<file path="src/include/gpp_pkg.sv">
/*
 gpp_pkg: register map, field layout, reset values and pin mode codes of the
 general-purpose pin port with its pwm alternative function.
 assumes: a 32-bit apb slave with one aligned word per register.
*/
package gpp_pkg;
   // =====================================================================
   // register byte offsets
   localparam logic [7:0] OFF_MODE = 8'h00;
   localparam logic [7:0] OFF_OUT = 8'h04;
   localparam logic [7:0] OFF_IN = 8'h08;
   localparam logic [7:0] OFF_FUNC = 8'h0C;
   localparam logic [7:0] OFF_DRV = 8'h10;
   localparam logic [7:0] OFF_STATUS = 8'h14;
   localparam logic [7:0] OFF_PWM0 = 8'h20;
   localparam logic [7:0] PWM_STRIDE = 8'h04;
   // =====================================================================
   // field positions
   localparam int MODE_FIELD_W = 2;
   localparam int STATUS_PRIMARY_BIT = 0;
   localparam int STATUS_ROLE_VALID_BIT = 1;
   localparam int PWM_PERIOD_LSB = 0;
   localparam int PWM_DUTY_LSB = 16;
   // =====================================================================
   // pin mode codes
   localparam logic [1:0] MODE_INPUT = 2'h0;
   localparam logic [1:0] MODE_OUTPUT = 2'h1;
   localparam logic [1:0] MODE_BIDIR = 2'h2;
   localparam logic [1:0] MODE_OPEN_DRAIN = 2'h3;
   // =====================================================================
   // reset values
   localparam logic [31:0] RST_MODE = 32'h0000_0000;
   localparam logic [31:0] RST_OUT = 32'h0000_0000;
   localparam logic [31:0] RST_FUNC = 32'h0000_0000;
   localparam logic [31:0] RST_DRV = 32'h0000_0000;
   localparam logic [31:0] RST_PWM = 32'h0000_0000;
endpackage

</file>
<file path="src/hdl/gpp_port.sv">
/*
 gpp_port: nine software-configured general-purpose pins with apb registers;
 low pins may carry pwm channels instead. each pin is three signals.
 assumes: pins synchronous to clk; board adds pull-ups for open-drain pins;
 role strap is stable around reset release.
*/
// Design decisions made here: the register addresses and the APB slave port.
// Behaviour
// [RULE1] nine general-purpose pins, numbered 0 to 8, each controlled on its own
// [RULE2] each pin set by software to input, output, bidirectional or open-drain
// [RULE3] after reset every pin is an input and nothing is driven
// [RULE4] pins 0 to 3 may carry the pwm channel of the same index
// [RULE5] a per-pin function select picks plain pin or alternative function
// [RULE6] as secondary controller the pins are reserved and never driven
// [RULE7] role strap high means primary, low means secondary
// [RULE8] open-drain drives low for value zero, releases for value one
`timescale 1ns/10ps
module gpp_port #(
   parameter int NUM_PINS = 9,
   parameter int NUM_PWM = 4,
   parameter int PWM_W = 16
) (
   input wire logic clk,
   input wire logic nrst,
   input wire logic ce,
   input wire logic psel,
   input wire logic penable,
   input wire logic pwrite,
   input wire logic [7:0] paddr,
   input wire logic [31:0] pwdata,
   output logic [31:0] prdata,
   output logic pready,
   output logic pslverr,
   input wire logic role_strap,
   input wire logic [NUM_PINS-1:0] pin_in,
   output logic [NUM_PINS-1:0] pin_out,
   output logic [NUM_PINS-1:0] pin_oe_n
);
   // =====================================================================
   // elaboration checks
   // mode needs two bits per pin inside one 32-bit word
   if (NUM_PINS > 16) begin : g_chk_pins
      $error("gpp_port: NUM_PINS must be 16 or less");
   end
   // pwm channels sit on the low pins and own four address slots
   if (NUM_PWM < 1 || NUM_PWM >= NUM_PINS || NUM_PWM > 4) begin : g_chk_pwm
      $error("gpp_port: NUM_PWM must be 1 to 4 and below NUM_PINS");
   end
   // period and duty each own one half of the channel word
   if (PWM_W < 1 || PWM_W > 16) begin : g_chk_width
      $error("gpp_port: PWM_W must be 1 to 16");
   end

   typedef struct packed {
      logic [2*NUM_PINS-1:0] mode;
      logic [NUM_PINS-1:0] outv;
      logic [NUM_PINS-1:0] drv;
      logic [NUM_PWM-1:0] func;
      logic [NUM_PWM*32-1:0] pwmcfg;
      logic [NUM_PINS-1:0] inv;
      logic role_valid;
      logic primary;
      logic pready;
      logic pslverr;
      logic [31:0] prdata;
      logic [NUM_PINS-1:0] pout;
      logic [NUM_PINS-1:0] poe_n;
   } gpp_state_t;

   // =====================================================================
   // reset release
   // reset enters asynchronously and leaves on the second edge; the sync
   // ignores ce so a frozen block still comes out of reset cleanly
   logic rst_meta_q, rst_n_q;
   always_ff @(posedge clk or negedge nrst) begin
      if (!nrst) begin
         rst_meta_q <= 1'b0;
         rst_n_q <= 1'b0;
      end else begin
         rst_meta_q <= 1'b1;
         rst_n_q <= rst_meta_q;
      end
   end

   // =====================================================================
   // pwm channels
   // channel word k: period in the low half, duty in the high half
   logic [NUM_PWM-1:0] pwm_w;
   gpp_state_t s_q, s_d;

   for (genvar k = 0; k < NUM_PWM; k++) begin : g_pwm
      gpp_pwm_chan #(.W(PWM_W)) u_chan (
         .clk(clk),
         .rst_n(rst_n_q),
         .ce(ce),
         .period(s_q.pwmcfg[k*32+gpp_pkg::PWM_PERIOD_LSB +: PWM_W]),
         .duty(s_q.pwmcfg[k*32+gpp_pkg::PWM_DUTY_LSB +: PWM_W]),
         .pwm_q(pwm_w[k])
      );
   end

   // =====================================================================
   // next state
   logic [NUM_PINS-1:0] pwm_pin, func_pin;
   assign pwm_pin = {{(NUM_PINS-NUM_PWM){1'b0}}, pwm_w};
   assign func_pin = {{(NUM_PINS-NUM_PWM){1'b0}}, s_q.func};

   // =====================================================================
   // pin drivers, one slice per pin
   // open-drain never drives high: its value is forced low and the enable
   // alone carries the level, the board pull-up supplies the one
   wire logic [NUM_PINS-1:0] pin_val_w;
   wire logic [NUM_PINS-1:0] pin_drv_w;

   for (genvar i = 0; i < NUM_PINS; i++) begin : g_pin
      logic [1:0] md;
      logic val;
      logic drive;
      assign md = s_q.mode[i*gpp_pkg::MODE_FIELD_W +: gpp_pkg::MODE_FIELD_W];
      assign val = func_pin[i] ? pwm_pin[i] : s_q.outv[i]; // [RULE4]
      always_comb begin
         case (md)
            gpp_pkg::MODE_INPUT: drive = 1'b0; // [RULE3]
            gpp_pkg::MODE_OUTPUT: drive = 1'b1; // [RULE2]
            gpp_pkg::MODE_BIDIR: drive = s_q.drv[i];
            gpp_pkg::MODE_OPEN_DRAIN: drive = !val; // [RULE8]
            default: drive = 1'b0;
         endcase
         // until the strap is known the pins stay released
         if (!(s_q.role_valid && s_q.primary)) begin
            drive = 1'b0; // [RULE6]
         end
      end
      assign pin_val_w[i] = (md == gpp_pkg::MODE_OPEN_DRAIN) ? 1'b0 : val; // [RULE8]
      assign pin_drv_w[i] = drive;
   end

   // =====================================================================
   // bus and register next state
   always_comb begin
      logic setup, wr, hit;
      logic [31:0] rd;
      setup = psel && !penable;
      wr = psel && penable && s_q.pready && pwrite;
      hit = 1'b1;
      rd = 32'h0000_0000;
      s_d = s_q;
      // pins are taken as synchronous; a pin from another clock needs a synchroniser outside
      s_d.inv = pin_in;
      // strap taken once, on the first enabled edge after reset release
      if (!s_q.role_valid) begin
         s_d.role_valid = 1'b1;
         s_d.primary = role_strap; // [RULE7]
      end
      // bus: read data and error prepared in setup, pready high in access;
      // registered answers cost no wait state but keep every output on a flop,
      // and a low ce at the setup edge keeps pready low for good, so the access phase never completes
      s_d.pready = setup;
      case (paddr)
         gpp_pkg::OFF_MODE: rd = 32'(s_q.mode);
         gpp_pkg::OFF_OUT: rd = 32'(s_q.outv);
         gpp_pkg::OFF_IN: rd = 32'(s_q.inv);
         gpp_pkg::OFF_FUNC: rd = 32'(s_q.func);
         gpp_pkg::OFF_DRV: rd = 32'(s_q.drv);
         gpp_pkg::OFF_STATUS: begin
            rd[gpp_pkg::STATUS_PRIMARY_BIT] = s_q.primary;
            rd[gpp_pkg::STATUS_ROLE_VALID_BIT] = s_q.role_valid;
         end
         default: hit = 1'b0;
      endcase
      for (int k = 0; k < NUM_PWM; k++) begin
         if (paddr == 8'(gpp_pkg::OFF_PWM0 + 8'(k) * gpp_pkg::PWM_STRIDE)) begin
            hit = 1'b1;
            rd = s_q.pwmcfg[k*32 +: 32];
            if (wr) begin
               s_d.pwmcfg[k*32 +: 32] = pwdata;
            end
         end
      end
      if (setup) begin
         s_d.prdata = pwrite ? 32'h0000_0000 : rd;
         s_d.pslverr = !hit;
      end else if (!psel) begin
         s_d.pslverr = 1'b0;
         s_d.prdata = 32'h0000_0000;
      end
      // =================================================================
      // register writes
      if (wr) begin
         case (paddr)
            gpp_pkg::OFF_MODE: s_d.mode = pwdata[2*NUM_PINS-1:0]; // [RULE2]
            gpp_pkg::OFF_OUT: s_d.outv = pwdata[NUM_PINS-1:0]; // [RULE1]
            gpp_pkg::OFF_FUNC: s_d.func = pwdata[NUM_PWM-1:0]; // [RULE5]
            gpp_pkg::OFF_DRV: s_d.drv = pwdata[NUM_PINS-1:0];
            default: ;
         endcase
      end
      // pin drivers come from the per-pin slices above
      s_d.pout = pin_val_w;
      s_d.poe_n = ~pin_drv_w;
   end

   // =====================================================================
   // state register
   always_ff @(posedge clk or negedge rst_n_q) begin
      if (!rst_n_q) begin
         s_q <= '0;
         s_q.mode <= (2*NUM_PINS)'(gpp_pkg::RST_MODE); // [RULE3]
         s_q.outv <= NUM_PINS'(gpp_pkg::RST_OUT);
         s_q.drv <= NUM_PINS'(gpp_pkg::RST_DRV);
         s_q.func <= NUM_PWM'(gpp_pkg::RST_FUNC);
         s_q.pwmcfg <= {NUM_PWM{gpp_pkg::RST_PWM}};
         s_q.poe_n <= '1; // [RULE3]
      end else if (ce) begin
         s_q <= s_d;
      end
   end

   assign prdata = s_q.prdata;
   assign pready = s_q.pready;
   assign pslverr = s_q.pslverr;
   assign pin_out = s_q.pout;
   assign pin_oe_n = s_q.poe_n;
endmodule // gpp_port

</file>
<file path="src/hdl/gpp_pwm_chan.sv">
/*
 gpp_pwm_chan: one pwm channel; counter runs 0..period-1, output high while
 the count is below duty. period zero holds the output low.
 assumes: clk and synchronised active-low reset from the parent; ce freezes it.
*/
`timescale 1ns/10ps
module gpp_pwm_chan #(
   parameter int W = 16
) (
   input wire logic clk,
   input wire logic rst_n,
   input wire logic ce,
   input wire logic [W-1:0] period,
   input wire logic [W-1:0] duty,
   output logic pwm_q
);
   typedef struct packed {
      logic [W-1:0] cnt;
      logic out;
   } gpp_pwm_state_t;

   gpp_pwm_state_t s_q, s_d;

   always_comb begin
      s_d = s_q;
      if (period == '0) begin
         s_d.cnt = '0;
         s_d.out = 1'b0;
      end else begin
         if (s_q.cnt >= period - W'(1)) begin
            s_d.cnt = '0;
         end else begin
            s_d.cnt = s_q.cnt + W'(1);
         end
         s_d.out = (s_q.cnt < duty);
      end
   end

   always_ff @(posedge clk or negedge rst_n) begin
      if (!rst_n) begin
         s_q <= '0;
      end else if (ce) begin
         s_q <= s_d;
      end
   end

   assign pwm_q = s_q.out;
endmodule // gpp_pwm_chan

</file>
<file path="config.mk">
export PLATFORM = sky130hd
export DESIGN_NAME = gpp_port
export DESIGN_NICKNAME = d
export VERILOG_FILES = /design/src/include/gpp_pkg.sv /design/src/hdl/gpp_port.sv /design/src/hdl/gpp_pwm_chan.sv
export SDC_FILE = /design/constraint.sdc
export NUM_CORES = 1
export LEC_CHECK = 0
export BUFFER_PORTS_ARGS = -buffer_cell sky130_fd_sc_hd__buf_2
export CAP_MARGIN = 20
export CORE_MARGIN = 1
export CORE_UTILIZATION = 58
export CTS_BUF_LIST = sky130_fd_sc_hd__clkbuf_8
export DETAILED_ROUTE_END_ITERATION = 12
export MAX_ROUTING_LAYER = met4
export PLACE_DENSITY = 0.8
export SLEW_MARGIN = 20
export SYNTH_ARGS = -nofsm -noshare
export SYNTH_HDL_FRONTEND = slang
export SYNTH_SLANG_ARGS = --single-unit
</file>
<file path="constraint.sdc">
create_clock -name clk -period 8.8 [get_ports clk]
set_clock_uncertainty 0.15 [all_clocks]
set_input_delay 2.64 -clock clk [delete_from_list [all_inputs] [get_ports clk]]
set_output_delay 2.64 -clock clk [all_outputs]
set_load 0.03 [all_outputs]
</file>
* Word-level counts from Yosys, hierarchy flattened
Cells that the tools add are included.
** Word-level totals
- Bits of input ports :: 56
- Word-level logic and storage cells :: 175
- Bits in registers :: 301
** Operators by class
- Reduce and logical (&&, ||, !) cells :: 41
- Multiplexer cells :: 53
- Add/sub/neg operators :: 8
- Order comparisons :: 8
- Equal/unequal tests :: 37
- Bitwise operators :: 2
** Operator list (number)
- $mux W32 :: 5
- $pmux W16 S5 :: 1
- $mux W17 :: 4
- $mux W33 :: 2
- $add A16 B1 Y16 const B :: 4
- $ge A16 B16 Y1 :: 4
- $logic_not A16 Y1 :: 4
- $lt A16 B16 Y1 :: 4
- $mux W16 :: 4
- $sub A16 B1 Y16 const B :: 4
- $eq A2 B2 Y1 const B :: 18
- $pmux W1 S4 :: 9
- $eq A8 B6 Y1 const B :: 4
- $mux W1 :: 27
- $reduce_and A3 Y1 :: 8
- $eq A2 B1 Y1 const B :: 9
- $logic_not A2 Y1 :: 9
- $eq A8 B4 Y1 const B :: 2
- $eq A8 B5 Y1 const B :: 2
- $pmux W2 S6 :: 1
- $logic_not A1 Y1 :: 11
- $not A9 Y9 :: 1
- $eq A8 B3 Y1 const B :: 1
- $logic_not A8 Y1 :: 1
- other kinds (5) :: 10

* Logic depth before layout (Yosys ltp)
Gate-level depths: netlist (run 1).
- Depth after elaboration :: 9
- Depth in mapped cells :: 15
- Gate-level depth less buffers :: 13

* By module
From an unflattened synthesis (run 1), not the netlist that was laid out.
** Unflattened totals
- Cells, all modules :: 1739
- Area, all modules :: 18660.4 sq um
** By module, submodules not included
- gpp_port :: sequential area each 5841.9 sq um, instances 1, area an instance 10928.0 sq um, cells an instance 825
- gpp_pwm_chan (g_pwm[0].u_chan ...) :: sequential area each 425.4 sq um, instances 3, area an instance 1941.9 sq um, cells an instance 231
- gpp_pwm_chan (g_pwm[3].u_chan) :: sequential area each 425.4 sq um, instances 1, area an instance 1906.8 sq um, cells an instance 221

* Least setup slack after synthesis (run 1)
OpenSTA, ideal clock, no wires.
- Kind :: input to register
- Start :: input port paddr[3]
- End :: register s_q, in the netlist g_pin[2].md[0]
- Path slack :: 4.157 ns
- Stages :: 6
- Path buffers :: 2
- Data arrival time :: 4.368 ns
- Cell sequence :: buf_2 > nor4_1 > nand2_1 > nor3_1 > buf_2 > mux2_2
** On the way
- Longest elaborated chain between the ends :: 2
** Ends and longest elaborated chain
- start, declared :: RTL line gpp_port.sv:29 : input wire logic [7:0] paddr,
- $logic_not A8 Y1 :: RTL line gpp_port.sv:190 : case (paddr)
- $reduce_and A3 Y1 (no source line)
- end, declared :: RTL line gpp_port.sv:89 : gpp_state_t s_q, s_d;
No other way between the ends.
A chain may end at the register's enable or synchronous reset.

* Worst setup path after layout (run 1)
- Start :: input port paddr[7]
- End :: register s_q[107] (netlist name)
** On the way
- Longest elaborated chain between the ends :: 2
** Ends and longest elaborated chain
- $eq A8 B6 Y1 :: RTL line gpp_port.sv:172 : if (paddr == 8'(gpp_pkg::OFF_PWM0 + 8'(k) * gpp_pkg::PWM_STRIDE)) begin
- $reduce_and A3 Y1 (no source line)
No other way between the ends.

==> flow_metrics.tcl, run 1 <==
set metrics [dict create \
    cts_inserted_buffers 51 \
    finalWorstPathRequiredPeriod_ns 5.60 \
    synth-seq-area-share_pct 42.0 \
    vias 14788 \
    dieHeight_um 178 \
    detail_route.wirelength_um 51600 \
    tritoncts "done" \
    dp_hpwl_um 37400 \
    antenna_diode_count 0 \
    synth.avg_cell_area_um2 9.97 \
    drt_drc_violations_left 0 \
    grt_setup_unrepaired "no" \
    count_of_routing_violations_after_the_opening_detailed_route_iteration 1491 \
    count_of_flip_flops_with_a_built_in_enable_after_synthesis 0 \
    post_syn_instances 1803 \
    post_drt_wl_per_cell_um 22.5 \
    cts_setup_buffers 0 \
    area_growth_pct 9.12 \
    hold_buffers 0 \
    ioPinCount 108 \
    clock.fmax_mhz 179 \
    cts.sinks 301 \
    start_kind "primary input" \
    final_hold_viol_count 0 \
    post-route-util_pct 64.3 \
    totalPowerFinal_uw 3150 \
    antenna_found_initial 0 \
    finalSetupTns_ns 0 \
    port_buffers 107 \
    dpl.cell_count 2195 \
    clkTransAtPathRegs_ns 0.05 \
    first_global_vias 14416 \
    timing.final.crit_share_pct 63.6 \
    synth_ff_type "sky130_fd_sc_hd__dfrtp_1" \
    final_layout_fill_cell_count 2415 \
    post_synth_num_cell_types 81 \
    gr-total-overflow 0 \
    finalWeightedCongestion 0.937 \
    vias_per_cell 6.46 \
    synth_seq_cells 301 \
    drv_slew 0 \
    timing.slew.headroom_pct 24.3 \
    max-cap-violations 0 \
    initial_utilization_pct 58.9 \
    critPathArrivalTime_ns 5.91 \
    placement_rows 64 \
    power_leakage_uw 0.00966 \
    holdWs_ns 0.207 \
    report.final.setup_viol 0 \
    instances_no_fill 2290 \
    crit_path_max_fanout 49 \
    status "finished clean" \
    post_cts_resized 0 \
    finalNetCount 2041 \
    drt.antenna.violating_nets 0 \
    most-common-layout-cells "291 x sky130_fd_sc_hd__dfrtp_1, 148 x sky130_fd_sc_hd__nand2_1, 132 x sky130_fd_sc_hd__ha_1, 119 x sky130_fd_sc_hd__o21ai_0, 111 x sky130_fd_sc_hd__inv_1" \
    htree_num_levels 2 \
    dr.pass1.iters 8 \
    synth_warnings 0 \
    critPathCaptureType "flop" \
    layout_commonest_cell "sky130_fd_sc_hd__dfrtp_1" \
    timing_worst_slew_pin_value_ns 1.14 \
    grt_first_pass_wirelength_um 80000 \
    die_area_um2 31700 \
    async_flop_share_pct 100 \
    crit_path_top_delay_cell "sky130_fd_sc_hd__nor2_4" \
    post_synth_design_cell_area_um2 18000 \
    postSynthNetCount 1991 \
    maximum_ir_drop_on_the_vdd_rail_v 0.000110 \
    cts_buffer_depth 3 \
    class_of_the_worst_hold_path "reg2reg" \
    cts-root-buf "sky130_fd_sc_hd__clkbuf_8" \
    floorplan_core_area_um2 30500 \
    pwr_density_cell_nw_per_um2 161 \
    largest_net_degree_at_the_start_of_global_routing 180 \
    timing_worst_setup_path_type "in2reg" \
    groute.usage.overall_pct 34.1 \
    floorplan.die.width_um 178 \
    timing.critical_path.cells "buf_2 > nor4_1 > nand3_1 > or2_1 > nor2_4 > mux2_2" \
    clkLatencyLatePin_ns 0.61 \
    crit_required_ns 9.12 \
    critical_path.max_stage_delay_ns 0.92 \
    post_route_cells_drive_above_1_share_pct 18.5 \
]
registers in the layout, indices dropped and copies added (netlist names):
register	cells
s_q	152
g_pwm.u_chan.s_q	64
prdata	32
g_pin.md	18
pin_oe_n	9
pin_out	9
g_pin.val	5
func_pin	4
g_pwm.u_chan.pwm_q	4
pready	1
pslverr	1
rst_meta_q	1
rst_n_q	1
worst paths after layout:
kind	start	end	slack (ns)	cells past startpoint
max in group asynchronous	nrst	rst_n_q	6.72	1
worst max-delay path	paddr[7]	s_q[107]	3.20	6
worst min-delay path	rst_meta_q	rst_n_q	0.21	0
worst min register to register	rst_meta_q	rst_n_q	0.21	0
min in group asynchronous	rst_n_q	s_q[55]	0.25	0
worst max register to register	s_q[130]	g_pwm[2].u_chan.s_q[7]	4.22	13
stage by stage:
| stage | setup slack [ns] | instance area (um2) |
|---|---|---|
| final | 3.20 | 19600 |
| after global placement | 2.87 | 18500 |
| after global routing | 3.09 | 19600 |
| after detailed placement | 2.78 | 18500 |
| after floorplan | 3.73 | 18000 |
| after CTS | 3.38 | 19600 |
logic make-up (layout without fill, tap and decap cells):
| family | after synthesis | in the layout | share of synthesized area (%) |
|---|---|---|---|
| AOI/OAI and AO/OA | 462 | 462 | 17.0 |
| xor gates and xnor gates | 61 | 61 | 2.97 |
| adders and majority gates | 132 | 132 | 9.19 |
| buffers and inverters | 224 | 315 | 5.97 |
| DFF | 301 | 301 | 42.0 |
| muxes | 153 | 153 | 9.49 |
| other | 1 | 1 | 0.0209 |
| and+or+nand+nor | 469 | 469 | 13.4 |
cell usage after synthesis, types with 15 or more instances:
library cell / number / area, um2
sky130_fd_sc_hd__a21o_1: 30 / 225
sky130_fd_sc_hd__a21oi_1: 72 / 360
sky130_fd_sc_hd__a222oi_1: 15 / 150
sky130_fd_sc_hd__a22o_1: 30 / 263
sky130_fd_sc_hd__a31oi_1: 23 / 144
sky130_fd_sc_hd__and3_1: 30 / 188
sky130_fd_sc_hd__buf_2: 23 / 115
sky130_fd_sc_hd__buf_4: 52 / 390
sky130_fd_sc_hd__clkbuf_1: 39 / 146
sky130_fd_sc_hd__dfrtp_1: 292 / 7310
sky130_fd_sc_hd__ha_1: 132 / 1650
sky130_fd_sc_hd__inv_1: 98 / 368
sky130_fd_sc_hd__mux2_1: 22 / 248
sky130_fd_sc_hd__mux2_2: 107 / 1200
sky130_fd_sc_hd__mux2i_1: 23 / 230
sky130_fd_sc_hd__nand2_1: 148 / 556
sky130_fd_sc_hd__nand3_1: 39 / 195
sky130_fd_sc_hd__nand4_1: 15 / 93.8
sky130_fd_sc_hd__nor2_1: 89 / 334
sky130_fd_sc_hd__nor3_1: 27 / 135
sky130_fd_sc_hd__o21a_1: 15 / 113
sky130_fd_sc_hd__o21ai_0: 119 / 596
sky130_fd_sc_hd__o21ai_1: 47 / 235
sky130_fd_sc_hd__or3_1: 20 / 125
sky130_fd_sc_hd__xnor2_1: 37 / 324
sky130_fd_sc_hd__xor2_1: 24 / 210
cell type report:
type | instances | area, um2 | area share, %
clock buffer | 66 | 908 | 4.63
clock inverter | 28 | 228 | 1.16
inverter | 100 | 375 | 1.91
multi-input combinational | 1278 | 9390 | 47.9
sequential | 301 | 7550 | 38.5
tap | 396 | 495 | 2.53
timing repair buffer | 121 | 666 | 3.40
layer usage:
metal	share of wire [%]	vias to the layer above	GRT usage, %
met5	0	-	-
met4	5.0	0	16.1
met3	7.6	163	5.78
met2	47	687	52.6
met1	41	7268	43.8
li1	-	6670	-
critical path: cells and delay by family:
family        cells  cell delay, ns
simple gates      4            2.71
mux               1            0.43
buf+inv           1            0.13
where the power goes:
part           internal (uW)  switching, uW
Sequential              1420           51.2
Clock                    768            601
Combinational            109            208
Total                   2290            860
(Power assumes the default switching activity.)
==> run 2: changes to the inputs <==
--- a/config.mk
+++ b/config.mk
@@ -8,11 +8,11 @@
 export BUFFER_PORTS_ARGS = -buffer_cell sky130_fd_sc_hd__buf_2
 export CAP_MARGIN = 20
 export CORE_MARGIN = 1
-export CORE_UTILIZATION = 58
+export CORE_UTILIZATION = 60
 export CTS_BUF_LIST = sky130_fd_sc_hd__clkbuf_8
 export DETAILED_ROUTE_END_ITERATION = 12
 export MAX_ROUTING_LAYER = met4
-export PLACE_DENSITY = 0.8
+export PLACE_DENSITY = 0.79
 export SLEW_MARGIN = 20
 export SYNTH_ARGS = -nofsm -noshare
 export SYNTH_HDL_FRONTEND = slang
==> constraint.sdc (replaced) <==
create_clock -name clk -period 5.6 [get_ports clk]
set_clock_uncertainty 0.15 [all_clocks]
set_input_delay 1.68 -clock clk [delete_from_list [all_inputs] [get_ports clk]]
set_output_delay 1.68 -clock clk [all_outputs]
set_load 0.03 [all_outputs]
==> run 2 against run 1 <==
- critical endpoint is now g_pwm[3].u_chan.s_q[14]
- cell count fell by 0.26%
- critical path depth rose by 7
- design area fell by 0.25%
- first-iteration DRC count fell by 1.0%
- routed wire length fell by 0.33%
==> flow_metrics.tcl, run 2 (synthesized netlist as in run 1, its figures left out) <==
set metrics [dict create \
    tritoncts "done" \
    clock.fmax_mhz 228 \
    clkLatencyLatePin_ns 0.59 \
    vias 14770 \
    drt.antenna.violating_nets 0 \
    cts_setup_buffers 0 \
    regMostFlops "s_q" \
    gr-total-overflow 0 \
    grt_first_pass_wirelength_um 80800 \
    detail_route.wirelength_um 51500 \
    start_kind "flop" \
    post_drt_wl_per_cell_um 22.5 \
    cts_inserted_buffers 51 \
    hold_buffers 0 \
    critPathArrivalTime_ns 4.75 \
    post_route_cells_drive_above_1_share_pct 18.5 \
    clkTransAtPathRegs_ns 0.06 \
    finalNetCount 2047 \
    timing.slew.headroom_pct 19.4 \
    timing_worst_slew_pin_value_ns 1.21 \
    port_buffers 107 \
    largest_net_degree_at_the_start_of_global_routing 184 \
    critPathCaptureType "flop" \
    power_leakage_uw 0.00965 \
    first_global_vias 14537 \
    dp_hpwl_um 37100 \
    status "finished clean" \
    cts-root-buf "sky130_fd_sc_hd__clkbuf_8" \
    post_cts_resized 0 \
    maximum_ir_drop_on_the_vdd_rail_v 0.000178 \
    finalWorstPathRequiredPeriod_ns 4.39 \
    drv_slew 0 \
    area_growth_pct 8.85 \
    final_layout_fill_cell_count 2283 \
    reg2reg_from "s_q[163]" \
    crit_required_ns 5.97 \
    report.final.setup_viol 0 \
    crit_path_max_fanout 20 \
    count_of_routing_violations_after_the_opening_detailed_route_iteration 1476 \
    worst_setup_path_startpoint "s_q[163]" \
    multi_input_comb_area_um2 9390 \
    placement_rows 62 \
    die_area_um2 30600 \
    antenna_found_initial 3 \
    seqCellArea_um2 7550 \
    floorplan.die.width_um 175 \
    htree_num_levels 2 \
    dieHeight_um 175 \
    drt_drc_violations_left 0 \
    cts_buffer_depth 3 \
    most-common-layout-cells "291 x sky130_fd_sc_hd__dfrtp_1, 148 x sky130_fd_sc_hd__nand2_1, 132 x sky130_fd_sc_hd__ha_1, 119 x sky130_fd_sc_hd__o21ai_0, 114 x sky130_fd_sc_hd__inv_1" \
    vias_per_cell 6.47 \
    largest_register_ffs 152 \
    timing.final.crit_share_pct 78.3 \
    dr.pass1.iters 5 \
    floorplan_core_area_um2 29100 \
    layout_commonest_cell "sky130_fd_sc_hd__dfrtp_1" \
    finalSetupTns_ns 0 \
    grt_setup_unrepaired "no" \
    cts.sinks 301 \
    finalWeightedCongestion 0.946 \
    initial_utilization_pct 61.8 \
    class_of_the_worst_hold_path "reg2async" \
    totalPowerFinal_uw 4880 \
    pwr_density_cell_nw_per_um2 249 \
    timing_worst_setup_path_type "reg2reg" \
    max-cap-violations 0 \
    regToRegSetupSlack_ns 1.21 \
    final_hold_viol_count 0 \
    groute.usage.overall_pct 35.2 \
    ioPinCount 108 \
]
## run 2: cell types whose count changed in the layout (fill, tap and decap cells not counted), sizes merged
cell and change:
inv +2, clkinvlp +2, clkbuf -4, clkinv -3, buf +6, diode +3
## run 2: report_power, final
part / switching, uW / total [uW] / leakage [uW] / internal (uW)
logic: 333 / 505 / 0.00523 / 172
clock network: 936 / 2070 / 0.000605 / 1140
registers: 73.9 / 2300 / 0.00382 / 2220
## run 2: worst max-delay path, stage by stage, from the launching register on
cell and delay [ns]:
sky130_fd_sc_hd__dfrtp_1 0.46, sky130_fd_sc_hd__or4_1 0.59, sky130_fd_sc_hd__nor3_2 0.16, sky130_fd_sc_hd__nor4b_2 0.36, sky130_fd_sc_hd__inv_2 0.08, sky130_fd_sc_hd__or3_1 0.33
sky130_fd_sc_hd__xor2_1 0.16, sky130_fd_sc_hd__ha_1 0.29, sky130_fd_sc_hd__and3_1 0.18, sky130_fd_sc_hd__a221oi_1 0.29, sky130_fd_sc_hd__o211ai_2 0.18, sky130_fd_sc_hd__a21oi_2 0.72
sky130_fd_sc_hd__and3_1 0.27, sky130_fd_sc_hd__a221o_1 0.10
## run 2: final timing paths
path,endpoint,depth (start not counted)
worst min-delay path,g_pwm[0].u_chan.s_q[7],0
max in group asynchronous,s_q[175],1
worst max register to register,g_pwm[3].u_chan.s_q[14],13
worst min register to register,g_pwm[0].u_chan.s_q[7],0
worst max-delay path,g_pwm[3].u_chan.s_q[14],13
min in group clk,rst_n_q,0
## run 2: cell type report
type                    count  area share (%)
diodes                      3          0.0384
clock buffers              62            4.36
clock inverters            29            1.05
inverters                 100            1.92
multi-input cells        1278            48.0
flip-flops and latches    301            38.6
well taps                 384            2.46
repair buffers            127            3.59
## run 2: stage by stage
stage | utilization (%) | instance area (um2) | hold slack, ns | setup WS (ns) | instances
floorplan | - | 18000 | 0.181 | 0.531 | 1803
global placement | 63.6 | 18500 | 0.149 | 0.952 | 2190
CTS | 67.2 | 19500 | 0.166 | 1.26 | 2281
finish | 67.2 | 19600 | 0.146 | 1.21 | 2284
detailed placement | 63.6 | 18500 | 0.160 | 0.846 | 2190
global route | 67.2 | 19600 | 0.190 | 0.982 | 2284
## run 2: per-layer routing
layer / wire length (um) / vias up / global-route usage [%]
li1: - / 6699 / -
met1: 21000 / 7309 / 45.7
met2: 24300 / 623 / 54.6
met3: 4010 / 139 / 5.57
met4: 2130 / 0 / 15.3
met5: 0 / - / -
==> run 3: changes to the inputs <==
--- a/config.mk
+++ b/config.mk
@@ -8,11 +8,11 @@
 export BUFFER_PORTS_ARGS = -buffer_cell sky130_fd_sc_hd__buf_2
 export CAP_MARGIN = 20
 export CORE_MARGIN = 1
-export CORE_UTILIZATION = 60
+export CORE_UTILIZATION = 58
 export CTS_BUF_LIST = sky130_fd_sc_hd__clkbuf_8
 export DETAILED_ROUTE_END_ITERATION = 12
 export MAX_ROUTING_LAYER = met4
-export PLACE_DENSITY = 0.79
+export PLACE_DENSITY = 0.8
 export SLEW_MARGIN = 20
 export SYNTH_ARGS = -nofsm -noshare
 export SYNTH_HDL_FRONTEND = slang
==> constraint.sdc (replaced) <==
create_clock -name clk -period 3.87 [get_ports clk]
set_clock_uncertainty 0.15 [all_clocks]
set_input_delay 1.161 -clock clk [delete_from_list [all_inputs] [get_ports clk]]
set_output_delay 1.161 -clock clk [all_outputs]
set_load 0.03 [all_outputs]
==> run 3 against run 2 <==
- hold slack better by 0.026 ns
- combinational power up 60%
- highest routed layer unchanged
- clock-buffer cell count unchanged
- maximum frequency up 15%
- routed wire length up 2.1%
- die area up 3.4%
- largest cell class unchanged
==> flow_metrics.tcl, run 3 (synthesized netlist as in run 1, its figures left out) <==
set metrics [dict create \
    grt_setup_unrepaired "yes" \
    holdWs_ns 0.172 \
    placement_rows 64 \
    clkLatencyLatePin_ns 0.62 \
    dr.pass1.iters 6 \
    max-cap-violations 0 \
    timing_worst_setup_path_type "reg2reg" \
    finalWorstPathRequiredPeriod_ns 3.82 \
    post_drt_wl_per_cell_um 22.4 \
    die_area_um2 31700 \
    met1_usage_pct 43.0 \
    grt_use_met2_pct 52.5 \
    cts-root-buf "sky130_fd_sc_hd__clkbuf_8" \
    start_kind "flop" \
    finalNetCount 2096 \
    dp_hpwl_um 38100 \
    floorplan.die.width_um 178 \
    clkTransAtPathRegs_ns 0.06 \
    vias 15241 \
    status "finished clean" \
    dieHeight_um 178 \
    port_buffers 107 \
    vias_per_cell 6.49 \
    most_used_layer_global_route "met2" \
    grt_first_pass_wirelength_um 80600 \
    class_of_the_worst_hold_path "in2async" \
    detailed_place.area_um2 18900 \
    power_leakage_uw 0.00995 \
    largest_net_degree_at_the_start_of_global_routing 75 \
    groute.usage.overall_pct 34.2 \
    critPathCaptureType "flop" \
    largest_register_ffs 152 \
    antenna_found_initial 4 \
    most-common-layout-cells "290 x sky130_fd_sc_hd__dfrtp_1, 148 x sky130_fd_sc_hd__nand2_1, 130 x sky130_fd_sc_hd__ha_1, 116 x sky130_fd_sc_hd__o21ai_0, 113 x sky130_fd_sc_hd__inv_1" \
    timing.slew.headroom_pct 40.9 \
    report.final.setup_viol 0 \
    drt_drc_violations_left 0 \
    timing.final.crit_share_pct 98.6 \
    global_route.usage.met3_pct 7.03 \
    clock.fmax_mhz 262 \
    detail_route.wirelength_um 52500 \
    crit_path_max_fanout 14 \
    maximum_ir_drop_on_the_vdd_rail_v 0.000255 \
    final_hold_viol_count 0 \
    layout_commonest_cell "sky130_fd_sc_hd__dfrtp_1" \
    gr-total-overflow 0 \
    tritoncts "done" \
    pwr_density_cell_nw_per_um2 345 \
    floorplan_core_area_um2 30500 \
    finalWeightedCongestion 0.933 \
    cts_inserted_buffers 52 \
    critical_path.max_stage_delay_ns 0.46 \
    crit_required_ns 4.22 \
    critPathArrivalTime_ns 4.16 \
    htree_num_levels 2 \
    post_route_cells_drive_above_1_share_pct 21.9 \
    cts.sinks 301 \
    drt.antenna.violating_nets 0 \
    count_of_routing_violations_after_the_opening_detailed_route_iteration 1575 \
    timing.critical_path.cells "inv_2 > ha_4 > or4b_4 > or3_4 > or4_4 > xor2_1 > ha_1 > nand2_1 > o21ai_2 > a211oi_2 > o31ai_4 > buf_12 > o21ai_0 > mux2_2" \
    first_global_vias 14750 \
    area_growth_pct 12.2 \
    initial_utilization_pct 58.9 \
    drv_slew 0 \
    ioPinCount 108 \
    finalSetupTns_ns 0 \
    timing_worst_slew_pin_value_ns 0.887 \
    hold_buffers 0 \
    final_layout_fill_cell_count 2276 \
    crit_path_top_delay_cell "sky130_fd_sc_hd__or4b_4" \
    cts_buffer_depth 3 \
    design_area_um2 20200 \
    regMostFlops "s_q" \
]
-- run 3: cell types whose count changed in the layout (fill, tap and decap cells not counted), moves of 3 or more --
cell,delta
sky130_fd_sc_hd__a21oi_2,+3
sky130_fd_sc_hd__bufinv_16,-3
sky130_fd_sc_hd__nor4_1,-5
sky130_fd_sc_hd__nor4_2,+3
sky130_fd_sc_hd__clkinv_2,+4
sky130_fd_sc_hd__buf_4,+39
sky130_fd_sc_hd__buf_12,+7
sky130_fd_sc_hd__o21ai_0,-3
sky130_fd_sc_hd__or4_1,-3
sky130_fd_sc_hd__or4_4,+3
sky130_fd_sc_hd__a21oi_1,-3
-- run 3: critical path, delay by kind of cell, from the launching register on --
family | cells | cell delay, ns
adders and majority gates | 2 | 0.46
AOI/OAI and AO/OA | 4 | 0.68
xor gates and xnor gates | 1 | 0.16
buffers and inverters | 2 | 0.27
muxes | 1 | 0.30
DFF | 1 | 0.39
and+or+nand+nor | 4 | 1.30
-- run 3: path summary, 6_finish.rpt --
check,from,endpoint,slack (ns),depth (start not counted)
max in group asynchronous,rst_n_q,g_pwm[1].u_chan.s_q[7],2.30,1
setup reg to reg,s_q[64],g_pwm[0].u_chan.s_q[5],0.05,14
hold / removal,nrst,rst_n_q,0.17,1
setup / recovery,s_q[64],g_pwm[0].u_chan.s_q[5],0.05,14
hold reg to reg,rst_meta_q,rst_n_q,0.20,0
min in group clk,rst_meta_q,rst_n_q,0.20,0
-- run 3: cell type report --
| cell class | instances | area [um2] | share of cell area [%] |
|---|---|---|---|
| Multi-Input combinational cell | 1279 | 9570 | 47.5 |
| Sequential cell | 301 | 7550 | 37.4 |
| Timing Repair Buffer | 174 | 1160 | 5.77 |
| Clock buffer | 62 | 853 | 4.23 |
| Tap cell | 396 | 495 | 2.46 |
| Inverter | 100 | 375 | 1.86 |
| Clock inverter | 31 | 143 | 0.707 |
| Antenna cell | 4 | 10.0 | 0.0496 |
-- run 3: metal layers --
metal | wire [um] | vias to the layer above
met2 | 24200 | 754
li1 | - | 6776
met1 | 21300 | 7518
met4 | 2550 | 0
met3 | 4400 | 193
met5 | 0 | -
-- run 3: report_power, final --
| part | internal, uW | switching (uW) |
|---|---|---|
| combinational | 315 | 493 |
| sequential | 3220 | 125 |
| clock | 1450 | 1360 |
-- run 3: stage by stage --
stage / cells / util (%) / worst slack, ns / power (uW)
after floorplan: 1803 / - / 0.0465 / 3860
after global placement: 2238 / 61.8 / 0.0709 / 4120
after detailed placement: 2238 / 61.8 / -0.0554 / 4150
after CTS: 2335 / 65.4 / 0.0282 / 6950
after global routing: 2347 / 66.1 / -0.0775 / 7200
final: 2347 / 66.1 / 0.0532 / 6960
-- run 3: what timing repair did --
item,CTS,global route
hold endpoints to repair,0,0
gates cloned,1,1
endpoints found under the setup margin,7,43
pin swaps,3,19
buffers inserted,3,8
gates resized for setup,9,32
